File: src/mpc_pkg.sv
package mpc_pkg;
    // operating configurations and output modes
    typedef enum logic [2:0] {
        MPC_PRESET1, MPC_PRESET2, MPC_TOTAL, MPC_BATCH, MPC_DUAL, MPC_TWIN
    } mpc_cfg_t;
    typedef enum logic [1:0] {MPC_HOLD, MPC_INSTANT, MPC_ONESHOT} mpc_omode_t;
    // value widths and full-scale limits
    localparam int VW = 20;
    localparam int SW = 22;
    localparam logic [19:0] FS_SIX = 20'hF423F;
    localparam logic [19:0] FS_FOUR = 20'h0270F;
    localparam logic [20:0] NEG_SIX = 21'h1869F;
    localparam logic [20:0] NEG_FOUR = 21'h003E7;
    // one-shot duration in 10 ms units
    localparam logic [13:0] SHOT_MIN = 14'h0001;
    localparam logic [13:0] SHOT_MAX = 14'h270F;
    // timing, rate 40 MHz
    localparam int CLK_HZ = 40_000_000;
    localparam int SHOT_UNIT_MS = 10;
    localparam int TICK_CYC = CLK_HZ / 1000 * SHOT_UNIT_MS;
    localparam int WIDTH_SLOW_US = 16700;
    localparam int WIDTH_FAST_US = 100;
    localparam int FILT_SLOW = CLK_HZ / 1_000_000 * WIDTH_SLOW_US / 2;
    localparam int FILT_FAST = CLK_HZ / 1_000_000 * WIDTH_FAST_US / 2;
endpackage

File: src/mpc_in_filter.sv
`timescale 1ns/1ps
`default_nettype none
module mpc_in_filter #(
    parameter int SLOW = mpc_pkg::FILT_SLOW,
    parameter int FAST = mpc_pkg::FILT_FAST
) (
    input wire logic sys_clk_in,
    input wire logic reset_in,
    input wire logic pin_in,
    input wire logic fast_in,
    output logic level_out,
    output logic rise_out
);
    logic s1, s2, lvl, rise;
    logic [19:0] cnt;
    logic next_lvl, next_rise;
    logic [19:0] next_cnt, lim;

    // level accepted only after staying changed for the filter length
    always_comb begin
        lim = fast_in ? 20'(FAST - 1) : 20'(SLOW - 1);
        next_lvl = lvl;
        next_rise = 1'b0;
        next_cnt = 20'h00000;
        if (s2 != lvl) begin
            if (cnt >= lim) begin
                next_lvl = s2;
                next_rise = s2;
            end else begin
                next_cnt = cnt + 20'h00001;
            end
        end
    end

    // two-stage synchroniser then filter state
    always_ff @(posedge sys_clk_in) begin
        if (reset_in) begin
            s1 <= 1'b0;
            s2 <= 1'b0;
            lvl <= 1'b0;
            rise <= 1'b0;
            cnt <= 20'h00000;
        end else begin
            s1 <= pin_in;
            s2 <= s1;
            lvl <= next_lvl;
            rise <= next_rise;
            cnt <= next_cnt;
        end
    end

    assign level_out = lvl;
    assign rise_out = rise;
endmodule
`default_nettype wire

File: src/mpc_pulse_timer.sv
`timescale 1ns/1ps
`default_nettype none
module mpc_pulse_timer #(
    parameter int TICK = mpc_pkg::TICK_CYC
) (
    input wire logic sys_clk_in,
    input wire logic reset_in,
    input wire logic start_in,
    input wire logic stop_in,
    input wire logic [13:0] units_in,
    output logic active_out
);
    logic act;
    logic [18:0] tick;
    logic [13:0] left;
    logic next_act;
    logic [18:0] next_tick;
    logic [13:0] next_left;

    // stop wins, then start reloads the full duration
    always_comb begin
        next_act = act;
        next_tick = tick;
        next_left = left;
        if (stop_in) begin
            next_act = 1'b0;
        end else if (start_in) begin
            next_act = 1'b1;
            next_tick = 19'h00000;
            next_left = units_in;
        end else if (act) begin
            if (tick == 19'(TICK - 1)) begin
                next_tick = 19'h00000;
                next_left = left - 14'h0001;
                if (left <= 14'h0001) begin
                    next_act = 1'b0;
                end
            end else begin
                next_tick = tick + 19'h00001;
            end
        end
    end

    // timer state
    always_ff @(posedge sys_clk_in) begin
        if (reset_in) begin
            act <= 1'b0;
            tick <= 19'h00000;
            left <= 14'h0000;
        end else begin
            act <= next_act;
            tick <= next_tick;
            left <= next_left;
        end
    end

    assign active_out = act;
endmodule
`default_nettype wire

File: src/mpc_core.sv
`timescale 1ns/1ps
`default_nettype none
module mpc_core #(
    parameter int TICK_CYC = mpc_pkg::TICK_CYC,
    parameter int FILT_SLOW = mpc_pkg::FILT_SLOW,
    parameter int FILT_FAST = mpc_pkg::FILT_FAST
) (
    input wire logic sys_clk_in,
    input wire logic reset_in,
    input wire logic count_input_a_in,
    input wire logic count_input_b_in,
    input wire logic reset_one_in,
    input wire logic reset_two_in,
    input wire logic reset_key_in,
    input wire mpc_pkg::mpc_cfg_t config_in,
    input wire mpc_pkg::mpc_omode_t out_mode_in,
    input wire logic six_digit_in,
    input wire logic fast_speed_in,
    input wire logic disp_aux_in,
    input wire logic dual_sub_in,
    input wire logic sub_mode_ok_in,
    input wire logic [19:0] set_one_in,
    input wire logic [19:0] set_two_in,
    input wire logic [19:0] batch_set_in,
    input wire logic signed [21:0] dual_set_in,
    input wire logic [13:0] shot_time_in,
    input wire logic restore_in,
    input wire logic restore_one_in,
    input wire logic restore_two_in,
    output logic output_stage_one_out,
    output logic output_stage_two_out,
    output logic [19:0] channel_a_present_value_out,
    output logic [19:0] channel_b_present_value_out,
    output logic signed [20:0] total_out,
    output logic [19:0] batch_count_out,
    output logic signed [21:0] dual_value_out,
    output logic overflow_out
);
    logic [3:0] pins, lvl, rise;
    logic [19:0] pv, pvb, bat, fs, sv1, sv2;
    logic signed [20:0] tot, neg;
    logic signed [21:0] dv;
    logic bhold, hold1, hold2, ovf, output_stage_one, output_stage_two, shot1, shot2;
    logic [19:0] next_pv, next_pvb, next_bat;
    logic signed [20:0] next_tot;
    logic signed [21:0] next_dv;
    logic next_bhold, next_hold1, next_hold2, next_ovf, next_output_stage_one, next_output_stage_two;
    logic ra, rb, up, dn, key, use_sub, r1, r2, lv1, lv2;
    logic st1, st2, sp1, sp2, clr1, clr2;
    logic [13:0] units;

    // pins: a, b, reset one, reset two; resets always use the fast filter
    assign pins = {reset_two_in, reset_one_in, count_input_b_in,
        count_input_a_in};
    for (genvar i = 0; i < 4; i++) begin : g_in
        mpc_in_filter #(
            .SLOW(FILT_SLOW),
            .FAST(FILT_FAST)
        ) u_flt (
            .sys_clk_in(sys_clk_in),
            .reset_in(reset_in),
            .pin_in(pins[i]),
            .fast_in(fast_speed_in | (i >= 2)),
            .level_out(lvl[i]),
            .rise_out(rise[i])
        );
    end

    // one-shot timers, one per stage
    mpc_pulse_timer #(.TICK(TICK_CYC)) u_shot1 (
        .sys_clk_in(sys_clk_in),
        .reset_in(reset_in),
        .start_in(st1),
        .stop_in(sp1),
        .units_in(units),
        .active_out(shot1)
    );
    mpc_pulse_timer #(.TICK(TICK_CYC)) u_shot2 (
        .sys_clk_in(sys_clk_in),
        .reset_in(reset_in),
        .start_in(st2),
        .stop_in(sp2),
        .units_in(units),
        .active_out(shot2)
    );

    // limits, clamped set values and decoded events
    always_comb begin
        fs = six_digit_in ? mpc_pkg::FS_SIX : mpc_pkg::FS_FOUR;
        neg = six_digit_in ? mpc_pkg::NEG_SIX : mpc_pkg::NEG_FOUR;
        sv1 = (set_one_in > fs) ? fs : set_one_in;
        sv2 = (set_two_in > fs) ? fs : set_two_in;
        units = shot_time_in;
        if (shot_time_in < mpc_pkg::SHOT_MIN) begin
            units = mpc_pkg::SHOT_MIN;
        end else if (shot_time_in > mpc_pkg::SHOT_MAX) begin
            units = mpc_pkg::SHOT_MAX;
        end
        ra = lvl[2];
        rb = lvl[3];
        up = rise[0] & ~rise[1];
        dn = rise[1] & ~rise[0];
        key = reset_key_in;
        use_sub = dual_sub_in & six_digit_in & sub_mode_ok_in;
    end

    // counters, completion and outputs
    always_comb begin
        next_pv = pv;
        next_pvb = pvb;
        next_tot = tot;
        next_bat = bat;
        next_ovf = ovf;
        next_bhold = bhold;
        clr1 = 1'b0;
        clr2 = 1'b0;
        unique case (config_in)
            mpc_pkg::MPC_DUAL: begin
                // both inputs count up into their own channel
                if (!ovf) begin
                    if (ra) begin
                        next_pv = 20'h00000;
                    end else if (rise[0]) begin
                        if (pv == fs) next_ovf = 1'b1;
                        else next_pv = pv + 20'h00001;
                    end
                    if (rb) begin
                        next_pvb = 20'h00000;
                    end else if (rise[1]) begin
                        if (pvb == fs) next_ovf = 1'b1;
                        else next_pvb = pvb + 20'h00001;
                    end
                end
                if (key) begin
                    next_pv = 20'h00000;
                    next_pvb = 20'h00000;
                    next_ovf = 1'b0;
                    clr1 = 1'b1;
                    clr2 = 1'b1;
                end
            end
            mpc_pkg::MPC_TWIN: begin
                // independent up counters, key clears shown one
                if (ra) next_pv = 20'h00000;
                else if (rise[0]) next_pv = (pv == fs) ? 20'h00000 :
                    pv + 20'h00001;
                if (rb) next_pvb = 20'h00000;
                else if (rise[1]) next_pvb = (pvb == fs) ? 20'h00000 :
                    pvb + 20'h00001;
                clr1 = ra | (key & ~disp_aux_in);
                clr2 = rb | (key & disp_aux_in);
                if (key & ~disp_aux_in) next_pv = 20'h00000;
                if (key & disp_aux_in) next_pvb = 20'h00000;
            end
            default: begin
                // up on input a, down on input b, blocked in reset one
                if (ra) begin
                    next_pv = 20'h00000;
                end else if (up) begin
                    next_pv = (pv == fs) ? 20'h00000 : pv + 20'h00001;
                end else if (dn) begin
                    next_pv = (pv == 20'h00000) ? fs : pv - 20'h00001;
                end
                clr1 = ra | key;
                clr2 = ra | key;
                if (config_in == mpc_pkg::MPC_TOTAL) begin
                    // total runs on regardless of present resets
                    if (rb) begin
                        next_tot = 21'sh000000;
                    end else if (up) begin
                        next_tot = (tot == $signed({1'b0, fs})) ? 21'sh000000
                            : tot + 21'sh000001;
                    end else if (dn) begin
                        next_tot = (tot == -neg) ? 21'sh000000
                            : tot - 21'sh000001;
                    end
                    if (key) next_pv = 20'h00000;
                    if (key & disp_aux_in) next_tot = 21'sh000000;
                end
                if (key) next_pv = 20'h00000;
            end
        endcase
        // completion events on reaching a set value
        r1 = (next_pv != pv) & (next_pv == sv1);
        r2 = (next_pv != pv) & (next_pv == sv2);
        lv1 = next_pv >= sv1;
        lv2 = next_pv >= sv2;
        next_dv = use_sub ? $signed({2'b00, next_pv}) - $signed({2'b00, next_pvb})
            : $signed({2'b00, next_pv}) + $signed({2'b00, next_pvb});
        unique case (config_in)
            mpc_pkg::MPC_PRESET2: begin
            end
            mpc_pkg::MPC_TWIN: begin
                r2 = (next_pvb != pvb) & (next_pvb == sv2);
                lv2 = next_pvb >= sv2;
            end
            mpc_pkg::MPC_DUAL: begin
                r2 = (next_dv != dv) & (next_dv == dual_set_in);
                lv2 = next_dv >= dual_set_in;
                r1 = r2;
                lv1 = lv2;
            end
            default: begin
                r1 = r2;
                lv1 = lv2;
            end
        endcase
        // batch count and its latched output
        if (config_in == mpc_pkg::MPC_BATCH) begin
            if (rb) begin
                next_bat = 20'h00000;
            end else if (r2) begin
                next_bat = (bat == fs) ? 20'h00000 : bat + 20'h00001;
            end
            if (key & disp_aux_in) begin
                next_bat = 20'h00000;
            end
            next_bhold = (batch_set_in != 20'h00000 && next_bat >= batch_set_in)
                | (restore_in & restore_one_in)
                | (bhold & ~rb & ~(key & disp_aux_in));
            clr1 = 1'b1;
            r1 = 1'b0;
        end else begin
            next_bhold = 1'b0;
        end
        // hold latches: set wins over clear
        next_hold1 = r1 | (restore_in & restore_one_in) | (hold1 & ~clr1);
        next_hold2 = r2 | (restore_in & restore_two_in) | (hold2 & ~clr2);
        st1 = (out_mode_in == mpc_pkg::MPC_ONESHOT)
            & (r1 | (restore_in & restore_one_in));
        st2 = (out_mode_in == mpc_pkg::MPC_ONESHOT)
            & (r2 | (restore_in & restore_two_in));
        sp1 = clr1;
        sp2 = clr2;
        unique case (out_mode_in)
            mpc_pkg::MPC_HOLD: begin
                next_output_stage_one = next_hold1;
                next_output_stage_two = next_hold2;
            end
            mpc_pkg::MPC_INSTANT: begin
                next_output_stage_one = lv1 & ~clr1;
                next_output_stage_two = lv2 & ~clr2;
            end
            default: begin
                next_output_stage_one = shot1;
                next_output_stage_two = shot2;
            end
        endcase
        if (config_in == mpc_pkg::MPC_BATCH) next_output_stage_one = next_bhold;
        if (config_in == mpc_pkg::MPC_PRESET1 || config_in == mpc_pkg::MPC_TOTAL
            || config_in == mpc_pkg::MPC_DUAL) next_output_stage_one = next_output_stage_two;
    end

    // counting state and output registers
    always_ff @(posedge sys_clk_in) begin
        if (reset_in) begin
            pv <= 20'h00000;
            pvb <= 20'h00000;
            tot <= 21'sh000000;
            bat <= 20'h00000;
            dv <= 22'sh000000;
            bhold <= 1'b0;
            hold1 <= 1'b0;
            hold2 <= 1'b0;
            ovf <= 1'b0;
            output_stage_one <= 1'b0;
            output_stage_two <= 1'b0;
        end else begin
            pv <= next_pv;
            pvb <= next_pvb;
            tot <= next_tot;
            bat <= next_bat;
            dv <= next_dv;
            bhold <= next_bhold;
            hold1 <= next_hold1;
            hold2 <= next_hold2;
            ovf <= next_ovf;
            output_stage_one <= next_output_stage_one;
            output_stage_two <= next_output_stage_two;
        end
    end

    assign output_stage_one_out = output_stage_one;
    assign output_stage_two_out = output_stage_two;
    assign channel_a_present_value_out = pv;
    assign channel_b_present_value_out = pvb;
    assign total_out = tot;
    assign batch_count_out = bat;
    assign dual_value_out = dv;
    assign overflow_out = ovf;
endmodule
`default_nettype wire

File: config.mk
export PLATFORM = sky130hd
export DESIGN_NAME = mpc_core
export DESIGN_NICKNAME = d
export VERILOG_FILES = /design/src/mpc_pkg.sv /design/src/mpc_in_filter.sv /design/src/mpc_pulse_timer.sv /design/src/mpc_core.sv
export SDC_FILE = /design/constraint.sdc
export NUM_CORES = 1
export LEC_CHECK = 0
export BUFFER_PORTS_ARGS = -buffer_cell sky130_fd_sc_hd__buf_2
export CORE_MARGIN = 2
export CORE_UTILIZATION = 40
export CTS_CLUSTER_SIZE = 16
export DETAILED_ROUTE_END_ITERATION = 8
export GPL_ROUTABILITY_DRIVEN = 1
export GPL_TIMING_DRIVEN = 0
export HOLD_SLACK_MARGIN = 0.1
export PLACE_DENSITY = 0.56
export SYNTH_ARGS = -nofsm -noshare
export SYNTH_HDL_FRONTEND = slang
export SYNTH_SLANG_ARGS = --single-unit
File: constraint.sdc
create_clock -name sys_clk_in -period 22.5 [get_ports sys_clk_in]
set_input_delay 4.5 -clock sys_clk_in [delete_from_list [all_inputs] [get_ports sys_clk_in]]
set_output_delay 4.5 -clock sys_clk_in [all_outputs]
set_load 0.1 [all_outputs]
==> qor.csv <==
stage;metric;value;unit
setup_path;crit-path max FO;10;
drt;Detailed Route WL;102000;µm
logic_synthesis;EDFF count, synth;0;
setup_path;CP Launch Type;primary input;
final_layout;FF+latch area;0.00543;mm²
outcome;failing checks;design-rule violations;
power;Reg power frac;36.4;%
clock_network;CTS tree;done;
placed_design;routability-driven placement congestion ratio;1.05;
power;Net Sw Frac;32.1;%
drt;wire per inst;22.5;µm
min_path;min-delay src;g_in[1].u_flt.cnt[0];
setup_path;crit path from;reset_key_in;
grt;largest net degree at the start of global routing;23;
outcome;status;finished with violations;
logic_synthesis;post-synthesis register bit count;271;
setup_path;kind of critical path;in -> reg;
min_path;Hold Crit Class;reg -> reg;
clock_network;Root Driver;clkbuf_16;
sta;Worst Tran Pin Value;1450;ps
logic_synthesis;Synth top area share;21.7;%
logic_synthesis;area leader, netlist;dfxtp_1;
clock_network;worst skew pair latency;580;ps
drt;DR vias/cell;6.18;
drt;Routed Antenna Nets;0;
setup_path;CP Data Required Time;22900;ps
logic_synthesis;post-synth cell types;107;
die;FP Rows;91;
sta;crit path time final;16480;ps
clock_network;CTS max path bufs;3;
logic_synthesis;Post-synth ARST share;0;%
sta;Tcrit/Tclk final;73.3;%
logic_synthesis;Syn Inst Count;3387;
sta;Fin. Hold Viols;0;
die;Initial Util;40.5;%
grt;first-pass GRT wire length;156000;µm
logic_synthesis;count leader, synth;nor2_1;
clock_network;CTS Buf Count;35;
logic_synthesis;mean post-synth cell area;7.37;µm²
final_layout;number of fill cells in the layout;6492;
clock_network;hold buffers post-CTS;0;
die;core area;0.0617;mm²
run;Max Cap Viol;0;
clock_network;# clock sinks;271;
clock_network;Post-CTS Resized;0;
sta;relative max-transition margin;2.11;%
die;die area;0.0644;mm²
logic_synthesis;largest cells by area after synthesis;dfxtp_1, ha_1, nor2_1;
die;Die W;254;µm
grt;Tot GR Track Use;30.9;%
grt;grt ovf;0;
placed_design;# port buffers;220;
power;Clk pwr share;43.6;%
drt;DR vias;27900;
final_layout;ant diodes;0;
sta;Setup TNS;0;ps
drt;drt initial violations;2858;
logic_synthesis;Synth Warn #;0;
sta;unrepaired setup endpoints after global routing;false;
clock_network;Setup Buffers After CTS;0;
logic_synthesis;Synth Flop Type;dfxtp_1;
sta;Max Slew Vio Count;0;
power;Logic pwr share;19.9;%
final_layout;layout cell share with drive strength beyond 1;9.91;%
setup_path;Crit. End Element;register;
placed_design;pre-CTS WS;5850;ps
grt;vias in the first global route;26000;
setup_path;Worst path slowest cell;nor3_1;
power;PwrDens;48.2;mW/mm²
sta;Worst Slack Setup Final;6020;ps
power;peak supply drop;41.8;µV
logic_synthesis;top post-synthesis cells by count;nor2_1, dfxtp_1, nand2_1;
power;Int Pwr;929;µW
logic_synthesis;Post-Synthesis Cell Area;0.0250;mm²
final_layout;Layout area overhead;13.8;%
final_layout;area of the multi-input gates;0.0182;mm²
setup_path;crit path DAT;16880;ps
sta;Setup-failing EPs final;0;
final_layout;final design utilization;46.0;%
clock_network;H-tree depth;2;
sta;Fmax;60.7;MHz
power;Psw;440;µW
power;P_leak;0.0115;µW
placed_design;DPL Wire Length;78600;µm
drt;TritonRoute pass-1 iters;9;
setup_path;Worst path max stage delay;1100;ps
die;Die Y;254;µm
grt;initial antenna violation count;0;
clock_network;Clock transition at path regs;60;ps
logic_synthesis;register area share after synthesis;21.7;%
die;io pins;222;
sta;Clock Skew;23.5;ps
drt;DRC viols;1;
final_layout;nets;3978;
setup_path;reg2reg start;g_in[1].u_flt.rise_out;
[placed cells by master (no fill, tap or decap), types with 50 or more instances in the layout]
cell and count:
nor2_1 336, dfxtp_1 271, nand2_1 259, buf_2 241
a21oi_1 229, ha_1 199, clkbuf_1 182, o21ai_0 149
inv_1 146, nand3_1 145, nor3_1 116, nand4_1 80
xnor2_1 80, and3_1 67, nor4_1 59, nand2b_1 58
a211oi_1 58, and2_1 58, a21o_1 57, nor2b_1 54
or3_1 51, xor2_1 51, a31oi_1 50
[state kept, by name, indices dropped and copies added (netlist names)]
register / count
u_shot1.active_out: 1
u_shot1.tick: 19
overflow_out: 1
g_in.u_flt.cnt: 80
bhold: 1
u_shot2.left: 14
total_out: 21
channel_b_present_value_out: 20
g_in.u_flt.s1: 4
hold1: 1
u_shot1.left: 14
g_in.u_flt.level_out: 4
output_stage_two_out: 1
u_shot2.active_out: 1
u_shot2.tick: 19
g_in.u_flt.s2: 4
g_in.u_flt.rise_out: 2
batch_count_out: 20
hold2: 1
channel_a_present_value_out: 20
dual_value_out: 22
output_stage_one_out: 1
[worst max-delay path: cells and delay by family]
family | cells | cell delay (ps)
XOR/XNOR | 1 | 230
AO/OA/AOI/OAI | 15 | 4660
adder cells (fa/ha/maj) | 3 | 1000
buffers and inverters | 5 | 1560
AND/OR/NAND/NOR | 15 | 4870
[power groups by stage]
stage | sequential [µW] | clock [µW] | combinational (µW)
after floorplan | 532 | 0 | 157
after global placement | 509 | 0 | 265
after detailed placement | 509 | 0 | 265
after CTS | 499 | 613 | 267
after global routing | 500 | 630 | 295
final | 499 | 598 | 273
[metrics by stage]
stage | area, µm² | power [µW] | hold WS (ps) | std cells
floorplan | 25000 | 689 | 413 | 3404
global placement | 27200 | 774 | 417 | 4461
detailed placement | 27200 | 775 | 428 | 4461
CTS | 28400 | 1380 | 443 | 4522
global route | 28400 | 1430 | 456 | 4522
finish | 28400 | 1370 | 438 | 4522
[final timing paths]
kind	cells past startpoint	slack, ps	endpoint
setup / recovery	39	6020	output_stage_one_out
setup reg to reg	42	8440	output_stage_one_out
hold reg to reg	1	440	g_in[1].u_flt.cnt[0]
hold / removal	1	440	g_in[1].u_flt.cnt[0]
[layout make-up]
cell class | count | area share, %
flip-flops and latches | 271 | 19.1
repair buffers | 220 | 3.88
plain buffers | 212 | 2.96
multi-input cells | 2770 | 64.1
inverters | 151 | 2.00
clock buffers | 45 | 3.39
well taps | 837 | 3.69
clock inverters | 16 | 0.850
[routing by layer]
metal	wire [µm]	global-route usage (%)	vias up
li1	-	-	13200
met2	43000	46.9	1355
met4	5000	13.1	0
met5	0	0	-
met3	9880	7.03	281
met1	44100	41.9	13100
[kinds of logic after synthesis]
family                     count (synthesis)  synth area share, %
xor gates and xnor gates                 138                 5.23
buffers and inverters                    363                 5.64
muxes                                     26                 1.06
DFF                                      271                 21.7
adders and majority gates                202                 10.2
and+or+nand+nor                         1448                 30.3
AOI/OAI and AO/OA                        938                 25.9
other                                      1               0.0150
Power figures use the tool's default switching activity.
